**config.mk**
```make
export PLATFORM = sky130hd
export DESIGN_NAME = xio_extra_io
export DESIGN_NICKNAME = d
export VERILOG_FILES = /design/src/hdl/xio_pkg.sv /design/src/hdl/xio_mv_to_code.sv /design/src/hdl/xio_extra_io.sv
export SDC_FILE = /design/constraint.sdc
export NUM_CORES = 1
export LEC_CHECK = 0
export ABC_AREA = 1
export BUFFER_PORTS_ARGS = -buffer_cell sky130_fd_sc_hd__buf_2
export CORE_MARGIN = 2
export CORE_UTILIZATION = 30
export CTS_BUF_LIST = sky130_fd_sc_hd__clkbuf_8 sky130_fd_sc_hd__clkbuf_16
export DETAILED_ROUTE_END_ITERATION = 10
export SLEW_MARGIN = 20
export SYNTH_ARGS = -nofsm -noshare
export SYNTH_HDL_FRONTEND = slang
export SYNTH_SLANG_ARGS = --single-unit
```
**constraint.sdc**
```tcl
create_clock -name clk_in -period 26.4 [get_ports clk_in]
set_clock_uncertainty 0.05 [all_clocks]
set_input_delay 5.28 -clock clk_in [delete_from_list [all_inputs] [get_ports clk_in]]
set_output_delay 5.28 -clock clk_in [all_outputs]
set_load 0.005 [all_outputs]
```
**src/hdl/xio_pkg.sv**
```systemverilog
// constants shared by the extra i/o block and its level converter
package xio_pkg;

	// ----------------------------------------------------------------
	// register port
	// ----------------------------------------------------------------
	localparam int unsigned ADDR_W = 16;
	localparam int unsigned DATA_W = 32;
	localparam logic [15:0] OFS_LINE_GROUP_DIRECTION = 16'hB7FC;
	localparam logic [15:0] OFS_DIGITAL_LINE_DATA = 16'hB806;
	localparam logic [15:0] OFS_ANALOG_LEVEL_0 = 16'hB810;
	localparam logic [15:0] OFS_ANALOG_LEVEL_1 = 16'hB811;
	localparam logic [15:0] OFS_ANALOG_LEVEL_2 = 16'hB812;
	localparam logic [15:0] OFS_ANALOG_LEVEL_3 = 16'hB813;
	localparam logic [15:0] OFS_CONVERTER_UPDATE_STROBE = 16'hB81A;

	// ----------------------------------------------------------------
	// digital lines and direction field
	// ----------------------------------------------------------------
	localparam int unsigned GROUP_W = 8;
	localparam int unsigned GROUP_COUNT = 3;
	localparam int unsigned LINE_COUNT = GROUP_W * GROUP_COUNT;
	localparam logic [2:0] GROUP0_AS_INPUT = 3'h0;
	localparam logic [2:0] GROUP1_AS_INPUT = 3'h0;
	localparam logic [2:0] GROUP2_AS_INPUT = 3'h0;
	localparam logic [2:0] GROUP0_AS_OUTPUT = 3'h1;
	localparam logic [2:0] GROUP1_AS_OUTPUT = 3'h2;
	localparam logic [2:0] GROUP2_AS_OUTPUT = 3'h4;
	localparam logic [2:0] GROUPS_BRACKET_VARIANT = 3'h7;
	localparam logic [2:0] GROUPS_INTERNAL_VARIANT = 3'h3;
	localparam logic [2:0] DIRECTION_RESET = GROUP0_AS_INPUT | GROUP1_AS_INPUT | GROUP2_AS_INPUT;
	localparam logic [23:0] LINE_DATA_RESET = 24'h000000;

	// ----------------------------------------------------------------
	// analog outputs
	// ----------------------------------------------------------------
	localparam int unsigned ANALOG_COUNT = 4;
	localparam int unsigned DAC_W = 12;
	localparam logic [31:0] ANALOG_LEVEL_RESET = 32'h00000000;
	localparam logic [31:0] UPDATE_COMMAND = 32'h00000001;
	localparam logic [11:0] DAC_MID_CODE = 12'h800;
	localparam logic [13:0] MV_PER_STEP = 14'h0005;
	localparam logic [13:0] MV_ROUND_BIAS = 14'h0002;
	localparam logic [31:0] MV_LIMIT = 32'h00002710;

endpackage

```
**src/hdl/xio_mv_to_code.sv**
```systemverilog
// converts a signed millivolt level into an offset-binary converter code
`timescale 1ns/1ps
module xio_mv_to_code (
	// programmed level
	input wire logic [31:0] level_mv_in,
	// converter code
	output logic [11:0] code_out
);

	logic neg;
	logic [31:0] mag;
	logic [13:0] mag_clamped;
	logic [13:0] steps;

	// ----------------------------------------------------------------
	// rounding and clamping
	// ----------------------------------------------------------------
	// the minimum integer negates to itself; read as unsigned it still clamps
	always_comb begin
		neg = level_mv_in[31];
		mag = neg ? (~level_mv_in + 32'h00000001) : level_mv_in;
		if (mag > xio_pkg::MV_LIMIT) begin
			mag_clamped = xio_pkg::MV_LIMIT[13:0];
		end else begin
			mag_clamped = mag[13:0];
		end
		// nearest step, ties away from zero
		steps = (mag_clamped + xio_pkg::MV_ROUND_BIAS) / xio_pkg::MV_PER_STEP;
		if (neg) begin
			code_out = xio_pkg::DAC_MID_CODE - steps[11:0];
		end else begin
			code_out = xio_pkg::DAC_MID_CODE + steps[11:0];
		end
	end

endmodule

```
**src/hdl/xio_extra_io.sv**
```systemverilog
// extra i/o block: software digital lines and four updated analog outputs
`timescale 1ns/1ps
//
// Contract
// - bracket variant has 24 lines, direction set per group of eight.
// - internal connector variant has 16 lines in two eight-line groups.
// - direction bit set means output: 1 lines 7..0, 2 lines 15..8, 4 lines 23..16.
// - direction bit clear makes that group an undriven input.
// - one 32-bit data register, bit n maps to line n.
// - data reads return sampled pin levels, outputs included.
// - data writes change only output groups; input bytes are discarded.
// - bits 31..24 of written data are ignored.
// - lines change only by register access, independent of generation.
// - four analog outputs, each with a signed millivolt level register.
// - each output uses a 12-bit converter, 5 mV per step.
// - levels reach outputs only when 1 is written to update; all at once.
// - level reads return the stored programmed value.
module xio_extra_io #(
	parameter bit BRACKET_VARIANT = 1'b1
) (
	// clock and reset
	input wire logic clk_in,
	input wire logic rst_in,
	// register access
	input wire logic reg_wr_in,
	input wire logic reg_rd_in,
	input wire logic [15:0] reg_addr_in,
	input wire logic [31:0] reg_wdata_in,
	output logic [31:0] reg_rdata_out,
	output logic reg_ack_out,
	output logic reg_err_out,
	// digital lines
	input wire logic [23:0] line_in,
	output logic [23:0] line_out,
	output logic [23:0] line_oe_n_out,
	// analog converters
	output logic [11:0] dac0_code_out,
	output logic [11:0] dac1_code_out,
	output logic [11:0] dac2_code_out,
	output logic [11:0] dac3_code_out,
	output logic dac_load_out
);

	// ----------------------------------------------------------------
	// declarations
	// ----------------------------------------------------------------
	localparam logic [2:0] GROUPS_PRESENT = BRACKET_VARIANT ?
		xio_pkg::GROUPS_BRACKET_VARIANT : xio_pkg::GROUPS_INTERNAL_VARIANT;

	logic [2:0] direction_reg;
	logic [23:0] line_out_reg;
	logic [23:0] line_oe_n_reg;
	logic [23:0] sync1_reg;
	logic [23:0] sync2_reg;
	logic [23:0] sync3_reg;
	logic [23:0] level_reg;
	logic [23:0] present_mask;
	logic [31:0] analog_reg [4];
	logic [11:0] dac_code_reg [4];
	logic [11:0] dac_code_next [4];
	logic dac_load_reg;
	logic [31:0] rdata_reg;
	logic [31:0] rdata_next;
	logic ack_reg;
	logic err_reg;
	logic hit_direction;
	logic hit_data;
	logic hit_update;
	logic [3:0] hit_analog;
	logic hit_any;
	logic update_go;

	// ----------------------------------------------------------------
	// address decode
	// ----------------------------------------------------------------
	always_comb begin
		hit_direction = (reg_addr_in == xio_pkg::OFS_LINE_GROUP_DIRECTION);
		hit_data = (reg_addr_in == xio_pkg::OFS_DIGITAL_LINE_DATA);
		hit_update = (reg_addr_in == xio_pkg::OFS_CONVERTER_UPDATE_STROBE);
		hit_analog[0] = (reg_addr_in == xio_pkg::OFS_ANALOG_LEVEL_0);
		hit_analog[1] = (reg_addr_in == xio_pkg::OFS_ANALOG_LEVEL_1);
		hit_analog[2] = (reg_addr_in == xio_pkg::OFS_ANALOG_LEVEL_2);
		hit_analog[3] = (reg_addr_in == xio_pkg::OFS_ANALOG_LEVEL_3);
		hit_any = hit_direction | hit_data | hit_update | (|hit_analog);
	end

	// only an exact 1 fires the update; anything else is dropped silently
	assign update_go = reg_wr_in & hit_update & (reg_wdata_in == xio_pkg::UPDATE_COMMAND);

	// ----------------------------------------------------------------
	// group direction
	// ----------------------------------------------------------------
	// a missing group can never be turned to output, so its pins stay released
	always_ff @(posedge clk_in) begin
		if (rst_in) begin
			direction_reg <= xio_pkg::DIRECTION_RESET;
		end else if (reg_wr_in && hit_direction) begin
			direction_reg <= reg_wdata_in[2:0] & GROUPS_PRESENT;
		end
	end

	// ----------------------------------------------------------------
	// per group drive, enables and input sampling
	// ----------------------------------------------------------------
	always_comb begin
		for (int g = 0; g < 3; g++) begin
			present_mask[g*8 +: 8] = {8{GROUPS_PRESENT[g]}};
		end
	end

	// output latch: a group takes write data only while it drives
	// one process per vector so every bit has a single driver
	always_ff @(posedge clk_in) begin
		if (rst_in) begin
			line_out_reg <= xio_pkg::LINE_DATA_RESET;
		end else if (reg_wr_in && hit_data) begin
			for (int g = 0; g < 3; g++) begin
				if (direction_reg[g]) begin
					// bits 31..24 have no line behind them and are never stored
					line_out_reg[g*8 +: 8] <= reg_wdata_in[g*8 +: 8];
				end
			end
		end
	end

	// enable follows the direction write in the same cycle
	always_ff @(posedge clk_in) begin
		if (rst_in) begin
			line_oe_n_reg <= 24'hFFFFFF;
		end else if (reg_wr_in && hit_direction) begin
			for (int g = 0; g < 3; g++) begin
				line_oe_n_reg[g*8 +: 8] <= {8{~(reg_wdata_in[g] & GROUPS_PRESENT[g])}};
			end
		end
	end

	// three stages; a level is accepted once stages two and three agree
	always_ff @(posedge clk_in) begin
		if (rst_in) begin
			sync1_reg <= 24'h000000;
			sync2_reg <= 24'h000000;
			sync3_reg <= 24'h000000;
		end else begin
			sync1_reg <= line_in;
			sync2_reg <= sync1_reg;
			sync3_reg <= sync2_reg;
		end
	end

	always_ff @(posedge clk_in) begin
		if (rst_in) begin
			level_reg <= 24'h000000;
		end else begin
			for (int i = 0; i < 24; i++) begin
				if (sync2_reg[i] == sync3_reg[i]) begin
					level_reg[i] <= sync3_reg[i];
				end
			end
		end
	end

	assign line_out = line_out_reg;
	assign line_oe_n_out = line_oe_n_reg;

	// ----------------------------------------------------------------
	// analog level shadows
	// ----------------------------------------------------------------
	always_ff @(posedge clk_in) begin
		if (rst_in) begin
			for (int a = 0; a < 4; a++) begin
				analog_reg[a] <= xio_pkg::ANALOG_LEVEL_RESET;
			end
		end else begin
			for (int a = 0; a < 4; a++) begin
				if (reg_wr_in && hit_analog[a]) begin
					analog_reg[a] <= reg_wdata_in;
				end
			end
		end
	end

	// ----------------------------------------------------------------
	// converters
	// ----------------------------------------------------------------
	// conversion is combinational off the shadows; only the update loads it
	genvar c;
	generate
		for (c = 0; c < 4; c++) begin : gen_dac
			xio_mv_to_code u_conv (
				.level_mv_in(analog_reg[c]),
				.code_out(dac_code_next[c])
			);
		end
	endgenerate

	always_ff @(posedge clk_in) begin
		if (rst_in) begin
			for (int a = 0; a < 4; a++) begin
				dac_code_reg[a] <= xio_pkg::DAC_MID_CODE;
			end
		end else if (update_go) begin
			// all four load on one edge so the outputs move together
			for (int a = 0; a < 4; a++) begin
				dac_code_reg[a] <= dac_code_next[a];
			end
		end
	end

	always_ff @(posedge clk_in) begin
		if (rst_in) begin
			dac_load_reg <= 1'b0;
		end else begin
			dac_load_reg <= update_go;
		end
	end

	assign dac0_code_out = dac_code_reg[0];
	assign dac1_code_out = dac_code_reg[1];
	assign dac2_code_out = dac_code_reg[2];
	assign dac3_code_out = dac_code_reg[3];
	assign dac_load_out = dac_load_reg;

	// ----------------------------------------------------------------
	// read mux
	// ----------------------------------------------------------------
	// update strobe is write only and reads as zero
	always_comb begin
		rdata_next = 32'h00000000;
		if (hit_direction) begin
			rdata_next = {29'h00000000, direction_reg};
		end else if (hit_data) begin
			rdata_next = {8'h00, level_reg & present_mask};
		end else begin
			for (int a = 0; a < 4; a++) begin
				if (hit_analog[a]) begin
					rdata_next = analog_reg[a];
				end
			end
		end
	end

	// ----------------------------------------------------------------
	// answers
	// ----------------------------------------------------------------
	always_ff @(posedge clk_in) begin
		if (rst_in) begin
			rdata_reg <= 32'h00000000;
		end else if (reg_rd_in) begin
			rdata_reg <= rdata_next;
		end
	end

	always_ff @(posedge clk_in) begin
		if (rst_in) begin
			ack_reg <= 1'b0;
		end else begin
			ack_reg <= reg_wr_in | reg_rd_in;
		end
	end

	// unmapped offsets still answer, so software never waits on a missing ack
	always_ff @(posedge clk_in) begin
		if (rst_in) begin
			err_reg <= 1'b0;
		end else begin
			err_reg <= (reg_wr_in | reg_rd_in) & ~hit_any;
		end
	end

	assign reg_rdata_out = rdata_reg;
	assign reg_ack_out = ack_reg;
	assign reg_err_out = err_reg;

endmodule

```
# Word-level counts from Yosys, hierarchy flattened
# Memories as Yosys holds them, arrays and structs flattened.
# Cells that the tools add are included.
# W data, S select, Z words.
[op_classes]
addsub = 16
multipliers = 0
div_mod_pow = 4
magnitude_cmp = 4
eq_ne = 32
n_shift = 0
muxes = 43
n_bitwise = 23
n_reduce_logical = 10
[op_table]
columns = ["cell", "n"]
rows = [
  ["$mux W32", 14],
  ["$add A32 B1 Y32 const B", 4],
  ["$gt A32 B14 Y1 const B", 4],
  ["$not A32 Y32", 4],
  ["$eq A16 B16 Y1 const B", 7],
  ["$mux W12", 8],
  ["$add A14 B2 Y14 const B", 4],
  ["$div A14 B3 Y14 const B", 4],
  ["$mux W14", 4],
  ["$add A12 B12 Y12 const A", 4],
  ["$sub A12 B12 Y12 const A", 4],
  ["$eq A32 B1 Y1 const B", 1],
  ["$eq A1 B1 Y1", 24],
  ["$mux W1", 17],
  ["$or A1 B1 Y1", 12],
  ["$logic_and A1 B1 Y1", 6],
  ["$reduce_and A2 Y1", 3],
  ["$not A1 Y1", 4],
  ["$reduce_or A4 Y1", 1],
  ["$and A1 B1 Y1", 3],
]
[word_totals]
register_bits = 175
latch_bits = 0
ram_bits = 176
mem_bits_ro = 0
in_bits = 76
out_inout_bits = 131
word_cells = 170
mem_count = 2
[memory_table]
columns = ["memory", "depth", "width", "rd", "rd_ports_with_merged_regs", "wr", "line", "rtl"]
rows = [
  ["analog_reg", 4, 32, 4, 0, 4, "xio_extra_io.sv:58", "logic [31:0] analog_reg [4];"],
  ["dac_code_reg", 4, 12, 4, 0, 4, "xio_extra_io.sv:59", "logic [11:0] dac_code_reg [4];"],
]

# Logic depth before layout (Yosys ltp)
# An unclocked memory read counts as a cell.
[logic_depth]
word_depth = 11
ltp_mapped = 87
depth_no_buf = 86

# Modules after synthesis
# Synthesis repeated with hierarchy kept, for this count alone.
[unflattened]
cells_unflattened = 4397
area_unflattened_um2 = 29169.2
[by_module_without_submodules]
columns = ["mod", "n_inst", "cells_each", "area_each_um2", "seq_area_each_um2"]
rows = [
  ["xio_extra_io", 1, 1499, 13614.3, 8508.2],
  ["xio_mv_to_code at gen_dac[0].u_conv ...", 3, 730, 3986.3, 0.0],
  ["xio_mv_to_code at gen_dac[1].u_conv", 1, 708, 3595.9, 0.0],
]

# Least setup slack after synthesis
# OpenSTA, ideal clock, no wires.
[synth_path]
path_type = "input to register"
start = "input reg_addr_in[7]"
end = "memory analog_reg[3][0], enable pin"
setup_ns = 0.466
arrival_ns = 9.349
t_required_ns = 25.884
path_slack_ns = 16.535
path_stages = 9
n_path_buf = 2
path_cell_list = "nor2_1 -> inv_1 -> nor3_1 -> inv_1 -> nor3_1 -> inv_1 -> clkbuf_1 -> clkbuf_1 -> o21ai_0"
[synth_rtl]
columns = ["element", "line", "rtl"]
rows = [
  ["start, declared", "xio_extra_io.sv:27", "input wire logic [15:0] reg_addr_in,"],
  ["end, declared", "xio_extra_io.sv:58", ""],
]

==> metrics.txt <==
xor/xnor cell area share of the yosys netlist 3.21%; routed len/inst 16.7 um; portion of netlist area occupied by mux cells 0.0763%; Final WS setup 15.85 ns; CP delay by family, top simple AND/OR/NAND/NOR gates; Largest register FFs 128; RSZ-0062 raised after global routing no; predominant post-synthesis flop cell edfxtp_1; Top cell by count, worst path nand2_2; Sum Neg Setup Slack 0 ns; worst slew pin tran 0.967 ns; post-synthesis adder-cell area fraction 1.34%; Row Count 108; Critical Path Max Stage Delay 0.55 ns; share of layout cells above drive strength 1 15.8%; largest cells by area after synthesis edfxtp_1 (20%), nand2_1 (14%), dfxtp_1 (12%), nor2_1 (8.3%), inv_1 (7.5%); top cell type's share of synthesized area 20.2%; status finished, final reports clean; final worst-path cycle share 40.0%; Post-CTS Resized 0; post-DP HPWL 70.6 mm; total power 1.30 mW; PortBufs 206; gr ovfl total 0; area share of and/or/nand/nor cells after synthesis 41.2%; min-delay src sync1_reg[21]; Post-CTS Hold Fix Bufs 0; clock insertion delay at the later pin of the skew report 0.59 ns; VDD IR-drop max 0.0464 mV; CTS tree yes; first-pass GRT wire length 138 mm; leading area contributor after synthesis edfxtp_1; Post-synth EDFFs 176; die height 300 um; # setup viols final 0; placed cell count 5288; CTS sink count 337; flops & latches, synth 337; worst path buffer plus inverter count 8; Starting Density 30.2%; DR vias 26299; Reg clk slew, reported paths 0.06 ns; antenna-violating nets left 0; root buffer cell clkbuf_16; number of buffers created by CTS 42; Final Hold Fails 0; gr usage total 19.6%; Yosys warnings 0; initial antenna violation count 2; H-tree levels 2; postcts setup bufs 0; Filler cells 9516; P&R area growth vs syn 13.3%; Final Slew Violations 0; DR DRC count 0; Finished Cell Area 29700 sq um; fmax 0.0947 GHz; core footprint 86800 sq um; die area 89800 sq um; CP max stage cell edfxtp_1; WS Path Type reg2reg; Synth Area in Compound Gates 10.8%; most frequent cells in the layout nand2_1 (988), nor2_1 (580), inv_1 (523), nand3_1 (376), buf_2 (205); I/O pin count 207; Hold WC Path Type reg2reg; GR Layer Usage met2 31.8%; Via density 4.90; Mapped Area 26200 sq um; initial detailed-routing violation count 2234; Nets 4281; area post-placement 28300 sq um; Mean Syn Cell Area 6.53 sq um; CP arrival 10.77 ns; leakage 13.9 nW; GR Util met1 25.6%; Rel. slew slack 35.3%; sequential area share after synthesis 32.4%; critical-path maximum fanout 13; Pre-antenna DRT Iters 6; PwrDens 43.6 nW/um^2; grt met3 use 3.73%; GPL Wtd Cong 0.951; CP required 26.62 ns; number of global-route vias before repair 24153; most common cell after layout, fill and taps aside nand2_1; largest net degree at the start of global routing 85; Max clock buf depth 3; Tmin final 10.55 ns; gr busiest metal met2; largest family of logic cells by synthesized area simple AND/OR/NAND/NOR gates; crit path from analog_reg[3][0]; Cells after Synth 4018; critical path startpoint category flip-flop; Async SR Flop Fraction 0%; Synthesized Nets 4122; Die W 300 um; number of max-cap violations 0; final WL 89.9 mm; pre-CTS setup slack 15.99 ns; CP endpoint kind flip-flop; worst r2r src analog_reg[3][0]; distinct cell type count after synthesis 61; final std cells w/o fill 5367
[path summary, 6_finish.rpt]
check	endpoint	depth (start not counted)	slack (ns)
worst max register to register	dac_code_reg[3][8]	73	15.85
worst min-delay path	sync2_reg[21]	2	0.34
worst min register to register	sync2_reg[21]	2	0.34
worst max-delay path	dac_code_reg[3][8]	73	15.85
[power breakdown]
group / leakage [nW] / switching, mW / internal, mW / total [mW]
logic: 10.2 / 0.0914 / 0.0326 / 0.124
clock network: 0.699 / 0.251 / 0.336 / 0.587
registers: 3.03 / 0.0169 / 0.567 / 0.584
[layout make-up]
class | count | area (sq um) | area share (%)
well taps | 1155 | 1450 | 4.86
clock inverters | 33 | 295 | 0.994
inverters | 609 | 2290 | 7.71
flip-flops and latches | 337 | 8510 | 28.6
multi-input cells | 2957 | 14900 | 50.0
diodes | 2 | 5.00 | 0.0168
repair buffers | 230 | 1210 | 4.08
clock buffers | 44 | 1100 | 3.71
[worst min-delay path: stages (launching register included)]
cell and delay [ns]:
dfxtp_1 0.30, inv_1 0.04, nor2_1 0.03
[cell usage after synthesis, types with 76 or more instances]
| cell | n |
|---|---|
| nand2_2 | 99 |
| xor2_1 | 76 |
| nand3_1 | 377 |
| nand2_1 | 989 |
| o21ai_0 | 153 |
| inv_2 | 78 |
| nand4_1 | 96 |
| nor2_1 | 581 |
| a21oi_1 | 161 |
| inv_1 | 521 |
| dfxtp_1 | 161 |
| edfxtp_1 | 176 |
[routing by layer]
metal,wire length [um],up-vias
met3,6090,159
met1,39900,12025
met4,3760,0
li1,-,13320
met5,0,-
met2,40100,795
[kinds of logic (layout without fill, tap and decap cells)]
family                     Yosys count  in the layout
and+or+nand+nor                   2356           2356
other                                0              2
buffers and inverters              724            916
AOI/OAI and AO/OA                  480            480
xor gates and xnor gates            91             91
muxes                                2              2
DFF                                337            337
adders and majority gates           28             28
[stage by stage]
step / utilization, % / hold slack (ns)
after floorplan: - / 0.338
after global placement: 32.6 / 0.341
after detailed placement: 32.6 / 0.342
after CTS: 34.2 / 0.350
after global routing: 34.3 / 0.360
final: 34.3 / 0.344
Power figures use the tool's default switching activity.
